==> src/design/brc_pkg.sv <==
// Shared constants and types of the bridge reset controller.
package brc_pkg;

	// ------------------------------------------------------------
	// Register map
	// ------------------------------------------------------------
	localparam logic [7:0]  BRIDGE_CTRL_IDX  = 8'h3e;
	localparam logic [11:0] BRIDGE_CTRL_ADDR = {2'h0, BRIDGE_CTRL_IDX, 2'h0};
	localparam logic [7:0]  STATUS_IDX       = 8'h40;
	localparam logic [11:0] STATUS_ADDR      = {2'h0, STATUS_IDX, 2'h0};
	localparam int          SEC_RST_BIT      = 6;
	localparam logic [15:0] CTRL_RESET       = 16'h0000;

	// ------------------------------------------------------------
	// Timing
	// ------------------------------------------------------------
	localparam int TRAIN_LIMIT_MS = 80;
	localparam int CLK_KHZ        = 50000;
	localparam int TRAIN_CYC      = TRAIN_LIMIT_MS * CLK_KHZ;
	localparam int SYNC_MARGIN    = 8;
	localparam int STRAP_W        = 8;

	// ------------------------------------------------------------
	// Types
	// ------------------------------------------------------------
	typedef enum logic [2:0] {
		ST_HELD   = 3'h0,
		ST_LATCH  = 3'h1,
		ST_LOAD   = 3'h3,
		ST_LINK   = 3'h2,
		ST_DLDOWN = 3'h6
	} brc_state_e;

	typedef struct packed {
		logic [11:0] paddr;
		logic        psel;
		logic        penable;
		logic        pwrite;
		logic [31:0] pwdata;
	} brc_apb_req_s;

	typedef struct packed {
		logic [31:0] prdata;
		logic        pready;
		logic        pslverr;
	} brc_apb_resp_s;

	typedef struct packed {
		logic               fundS1;
		logic               fundS2;
		logic               fundPrev;
		logic               globS1;
		logic               globS2;
		logic [STRAP_W-1:0] strapS1;
		logic [STRAP_W-1:0] strapS2;
		logic [STRAP_W-1:0] strapHeld;
		brc_state_e         state;
		logic [31:0]        timer;
		logic               eepromBusy;
		logic               eepromStart;
		logic               linkTrainStart;
		logic [15:0]        ctrl;
		logic [31:0]        prdata;
		logic               pslverr;
		logic               busResetN;
	} brc_state_s;

	localparam brc_state_s BRC_STATE_RST = '0;

endpackage

==> src/design/brc_reset_ctrl.sv <==
// Reset control of a PCI Express to PCI bridge with an APB register port.
//
// Operation
// - Latch straps on fundamental reset rising edge.
// - Start EEPROM download only when EEPROM present.
// - Start link training within 80 ms.
// - Hot reset moves link into DL_DOWN.
// - DL_DOWN clears non-sticky, non-EEPROM register bits.
// - DL_DOWN reinitialises non-sticky, non-EEPROM machines.
// - Hot reset asserts internal secondary bus reset.
// - Secondary reset field set drives pin active.
// - Writing zero to field releases pin.
// - Fundamental reset low clears and holds bus reset.
// - Global reset low initialises everything, drives reset.
module brc_reset_ctrl
	import brc_pkg::*;
#(
	parameter int TRAIN_CYCLES = TRAIN_CYC
) (
	input  wire logic               ref_clk,
	input  wire logic               reset,
	input  wire brc_apb_req_s       apbReq,
	output      brc_apb_resp_s      apbResp,
	input  wire logic               fundResetN,
	input  wire logic               globalResetN,
	input  wire logic [STRAP_W-1:0] strapIn,
	input  wire logic               eepromPresent,
	input  wire logic               eepromDone,
	input  wire logic               hotReset,
	output      logic [STRAP_W-1:0] strapLatched,
	output      logic               eepromStart,
	output      logic               linkTrainStart,
	output      logic               dlDown,
	output      logic               nonStickyClear,
	output      logic               secondaryBusResetN
);

	// ------------------------------------------------------------
	// Parameter check
	// ------------------------------------------------------------
	if (TRAIN_CYCLES < 4 * SYNC_MARGIN) begin : g_bad_train
		$error("TRAIN_CYCLES too small for the reset synchronisers.");
	end

	localparam logic [31:0] TRAIN_LAST = 32'(TRAIN_CYCLES - SYNC_MARGIN);

	brc_state_s s_ff;
	brc_state_s nxt_s;

	// ------------------------------------------------------------
	// Next state
	// ------------------------------------------------------------
	always_comb begin
		logic setup;
		logic access;
		logic hitCtrl;
		logic hitStat;
		logic intRst;
		setup   = apbReq.psel && !apbReq.penable;
		access  = apbReq.psel && apbReq.penable;
		hitCtrl = apbReq.paddr == BRIDGE_CTRL_ADDR;
		hitStat = apbReq.paddr == STATUS_ADDR;
		intRst  = 1'b0;
		nxt_s   = s_ff;
		nxt_s.fundS1   = fundResetN;
		nxt_s.fundS2   = s_ff.fundS1;
		nxt_s.fundPrev = s_ff.fundS2 && s_ff.globS2;
		nxt_s.globS1   = globalResetN;
		nxt_s.globS2   = s_ff.globS1;
		nxt_s.strapS1  = strapIn;
		nxt_s.strapS2  = s_ff.strapS1;
		nxt_s.eepromStart    = 1'b0;
		nxt_s.linkTrainStart = 1'b0;
		if (s_ff.eepromBusy && eepromDone) begin
			nxt_s.eepromBusy = 1'b0;
		end
		if (setup) begin
			nxt_s.pslverr = !(hitCtrl || hitStat);
			if (hitCtrl) begin
				nxt_s.prdata = {16'h0000, s_ff.ctrl};
			end else if (hitStat) begin
				nxt_s.prdata = {16'h0000, 3'h0, s_ff.state, s_ff.eepromBusy,
					s_ff.state == ST_DLDOWN, s_ff.strapHeld};
			end else begin
				nxt_s.prdata = 32'h0000_0000;
			end
		end
		if (access && apbReq.pwrite && hitCtrl) begin
			nxt_s.ctrl = apbReq.pwdata[15:0];
		end
		unique case (s_ff.state)
			ST_HELD: begin
				if (s_ff.fundS2 && s_ff.globS2 && !s_ff.fundPrev) begin
					nxt_s.strapHeld = s_ff.strapS2;
					nxt_s.state     = ST_LATCH;
				end
			end
			ST_LATCH: begin
				nxt_s.timer = 32'h0000_0000;
				if (eepromPresent) begin
					nxt_s.eepromStart = 1'b1;
					nxt_s.eepromBusy  = 1'b1;
					nxt_s.state       = ST_LOAD;
				end else begin
					nxt_s.linkTrainStart = 1'b1;
					nxt_s.state          = ST_LINK;
				end
			end
			ST_LOAD: begin
				nxt_s.timer = s_ff.timer + 32'h0000_0001;
				if (!s_ff.eepromBusy || eepromDone || s_ff.timer >= TRAIN_LAST) begin
					nxt_s.linkTrainStart = 1'b1;
					nxt_s.state          = ST_LINK;
				end
			end
			ST_LINK: begin
				if (hotReset) begin
					nxt_s.state = ST_DLDOWN;
				end
			end
			ST_DLDOWN: begin
				nxt_s.ctrl  = CTRL_RESET;
				nxt_s.timer = 32'h0000_0000;
				if (!hotReset) begin
					nxt_s.linkTrainStart = 1'b1;
					nxt_s.state          = ST_LINK;
				end
			end
			default: begin
				nxt_s.state = ST_HELD;
			end
		endcase
		if (!s_ff.fundS2) begin
			nxt_s.state      = ST_HELD;
			nxt_s.ctrl       = CTRL_RESET;
			nxt_s.timer      = 32'h0000_0000;
			nxt_s.eepromBusy = 1'b0;
		end
		if (!s_ff.globS2) begin
			nxt_s.state      = ST_HELD;
			nxt_s.ctrl       = CTRL_RESET;
			nxt_s.timer      = 32'h0000_0000;
			nxt_s.eepromBusy = 1'b0;
			nxt_s.strapHeld  = '0;
		end
		intRst = nxt_s.state == ST_HELD || nxt_s.state == ST_DLDOWN;
		nxt_s.busResetN = !(intRst || nxt_s.ctrl[SEC_RST_BIT]);
	end

	// ------------------------------------------------------------
	// State register
	// ------------------------------------------------------------
	always_ff @(posedge ref_clk) begin
		if (reset) begin
			s_ff <= BRC_STATE_RST;
		end else begin
			s_ff <= nxt_s;
		end
	end

	// ------------------------------------------------------------
	// Outputs
	// ------------------------------------------------------------
	assign apbResp.prdata     = s_ff.prdata;
	assign apbResp.pready     = 1'b1;
	assign apbResp.pslverr    = s_ff.pslverr;
	assign strapLatched       = s_ff.strapHeld;
	assign eepromStart        = s_ff.eepromStart;
	assign linkTrainStart     = s_ff.linkTrainStart;
	assign dlDown             = s_ff.state == ST_DLDOWN;
	assign nonStickyClear     = s_ff.state == ST_HELD || dlDown;
	assign secondaryBusResetN = s_ff.busResetN;

	logic ctrlWr;
	assign ctrlWr = apbReq.psel && apbReq.penable && apbReq.pwrite
		&& apbReq.paddr == BRIDGE_CTRL_ADDR;
endmodule

==> config.mk <==
export PLATFORM = sky130hd
export DESIGN_NAME = brc_reset_ctrl
export DESIGN_NICKNAME = d
export VERILOG_FILES = /design/src/design/brc_pkg.sv /design/src/design/brc_reset_ctrl.sv
export SDC_FILE = /design/constraint.sdc
export NUM_CORES = 1
export LEC_CHECK = 0
export ABC_AREA = 1
export BUFFER_PORTS_ARGS = -buffer_cell sky130_fd_sc_hd__buf_2
export CAP_MARGIN = 10
export CORE_ASPECT_RATIO = 0.7
export CORE_MARGIN = 2
export CORE_UTILIZATION = 55
export DETAILED_ROUTE_END_ITERATION = 8
export GPL_TIMING_DRIVEN = 0
export PLACE_DENSITY = 0.84
export SETUP_SLACK_MARGIN = 0.3
export SLEW_MARGIN = 20
export SYNTH_ARGS = -nofsm -noshare
export SYNTH_HDL_FRONTEND = slang
export SYNTH_SLANG_ARGS = --single-unit
==> constraint.sdc <==
create_clock -name ref_clk -period 4.2 [get_ports ref_clk]
set_input_delay 0.42 -clock ref_clk [delete_from_list [all_inputs] [get_ports ref_clk]]
set_output_delay 0.42 -clock ref_clk [all_outputs]
set_load 0.02 [all_outputs]
==> reports/results.ini <==
[grt]
grt_first_pass_wirelength_um = 18130
grt_pass1_vias = 3979
grt-ovfl-total = 0
track_usage_pct = 24.50
antenna_found_initial = 0
grt_max_degree = 20

[drt]
drt-total-wl_um = 11290
drc = 0
vias = 4474
drtIter0Drc = 388
detail-route-antenna-nets = 0
routedWlPerCell_um = 12.46
via_per_inst = 4.938
drtPass1Iterations = 5

[timing]
report.final.setup_viol = 0
final_max_slew_viol_count = 0
max-slew-margin-rel_pct = 65.35
fin_crit_sh_pct = 43.37
tightest_slew_ns = 0.5197
max_freq_ghz = 0.5490
rsz0062_at_grt = false
setup_tns_ns = 0
fin_crit_ns = 1.822
final-hold-violation-count = 0
finalClockSkew_ns = 0.007844

[clock_network]
cts_buffers = 9
insertion_delay_ns = 0.35
post_cts_buffers = 0
h-tree-depth = 3
cts_tree = done
cts.sinks = 101
clockRootBuffer = clkbuf_16
cts_hold_buf = 0
clk_path_buf_depth = 2
cts-resized-gates = 0
path_clk_slew_ns = 0.07

[logic_synthesis]
synth_cells = 680
async_flop_share_pct = 0
synthesis.area_sq_um = 4858
synth-adder-area-share_pct = 0.5151
yosysWarnings = 0
synth_flop_cell = dfxtp_1
synth_top_family_by_area = simple AND/OR/NAND/NOR gates
ys_ff_latch = 101
syn_area_per_cell_sq_um = 7.145
yosys.cell_types.count = 38
synth_edf_count = 0
synth_compound_area_share_pct = 12.64
synth_xor_xnor_area_share_pct = 0
synthMuxAreaShare_pct = 0
synthSimpleGateAreaFrac_pct = 28.02
seq_area_frac_synth_pct = 41.62

[floorplan]
chipHeight_um = 82.64
die_area_sq_um = 9613
pin_count = 109
die_w_um = 116.3
start_util_pct = 57.07
rows = 28
fp.coreArea_sq_um = 8513

[cells_and_area]
fillers = 712
layout.cell_area.non_filler_sq_um = 5731
final_cell_mix = nor2_1, inv_1, dfxtp_1, nand2_1, buf_2
syn2layout_area_growth_pct = 17.95
multiInputGateArea_sq_um = 2064
register_area_sq_um = 2022
n_antenna_cell = 0
final_common_cell = nor2_1
drive_gt1_share_pct = 22.39
final_nets = 845

[pwr]
p_clk_share_pct = 42.3
power_leakage_nw = 2.580
comb_power_share_pct = 6.6
power_frac_seq_pct = 51.2
power_density_nw_per_um2 = 335.3
vdd_ir_drop_max_mv = 0.3100
p_sw_share_pct = 24.62
internal-power_w = 0.001448
total_power_w = 0.001922
p_switching_w = 0.0004732

[critical_path]
worstSetupEndpointType = output port
crit_fanout = 4
critPathKind = flip-flop to output port
start_kind = flip-flop
crit_arrival_ns = 1.40
cp.required_ns = 3.78

[job]
drv_cap = 0

[placement]
hpwl_um = 8657
numPortBuffers = 75
dpl_cell_area_sq_um = 5440
place_congestion = 0.9087

[min_path]
hold_path_class = input pin to flip-flop

[run_status]
status = finished, final reports clean

[final cells by class]
type,count,area share [%]
multi-input combinational,423,36.03
timing repair buffer,75,6.550
clock buffer,9,3.930
clock inverter,7,1.135
inverter,111,7.271
buffer,60,7.183
tap,120,2.620
sequential,101,35.28
[cells in the mapped netlist (2+ instances only)]
cell	count	area (sq um)
o21ai_1	11	55.05
dfxtp_1	101	2022
buf_6	2	22.52
inv_2	6	22.52
buf_2	5	25.02
a31oi_1	3	18.77
clkbuf_1	8	30.03
or2_1	2	12.51
nand3_2	2	20.02
nand2_2	6	37.54
nor2_4	7	78.83
buf_4	44	330.3
o21a_1	2	15.01
inv_1	105	394.1
o21ai_0	27	135.1
a21oi_1	38	190.2
and3_1	2	12.51
nor2_2	4	25.02
o211ai_1	7	52.55
ha_1	2	25.02
nor2_1	118	442.9
a211oi_1	16	120.1
nand4_1	9	56.30
conb_1	2	7.510
nand2_4	5	56.30
nand2_1	98	367.9
nand3_1	30	150.1
nor3_1	8	40.04
[final timing paths]
check | end | cells after the start | from | slack (ns)
worst max-delay path | nonStickyClear | 4 | s_ff[86] | 2.38
worst max register to register | s_ff[77] | 8 | s_ff[53] | 2.42
worst min register to register | s_ff[98] | 2 | nxt_s[98] | 0.40
worst min-delay path | nxt_s[97] | 3 | strapIn[1] | 0.26
[cells by family after synthesis]
| family | Yosys count |
|---|---|
| compound gates | 107 |
| fa+ha+maj | 2 |
| buf+inv | 171 |
| flops | 101 |
| other cells | 2 |
| simple gates | 297 |
[worst max-delay path, cell delays in order, from the launching register on]
cell,delay [ns]
dfxtp_1,0.46
inv_2,0.12
nand3_1,0.18
nand2_1,0.11
buf_2,0.17
[stage by stage]
step / worst slack [ns] / cells / util (%) / hold WS [ns]
final: 2.378 / 906 / 67.31 / 0.2620
after global routing: 2.188 / 906 / 67.31 / 0.2599
after CTS: 2.411 / 906 / 67.31 / 0.2565
after detailed placement: 2.424 / 890 / 63.90 / 0.3925
after global placement: 2.464 / 890 / 63.90 / 0.3918
after floorplan: 2.716 / 695 / - / 0.3883
[per-layer routing]
layer	vias up	global-route usage (%)	part of all wire, %	wire length (um)
li1	2281	-	-	-
met1	2005	33.39	47	5310
met2	171	38.26	42	4798
met3	17	7.226	9.0	1015
met4	0	6.310	1.5	168
met5	-	0	0	0
[registers in the layout (all words and copies together) (netlist names)]
signal / cells
eepromStart: 1
secondaryBusResetN: 1
s_ff: 63
strapLatched: 8
apbResp: 17
nxt_s: 10
linkTrainStart: 1
[power groups by stage]
stage | Combinational (W) | Clock [W] | Sequential [W]
global placement | 0.000123 | 0 | 0.00100
detailed placement | 0.000125 | 0 | 0.00101
floorplan | 0.0000856 | 0 | 0.00100
global route | 0.000139 | 0.000858 | 0.000985
CTS | 0.000126 | 0.000819 | 0.000983
finish | 0.000126 | 0.000812 | 0.000983
No activity file was read; power rests on OpenSTA's default activity.
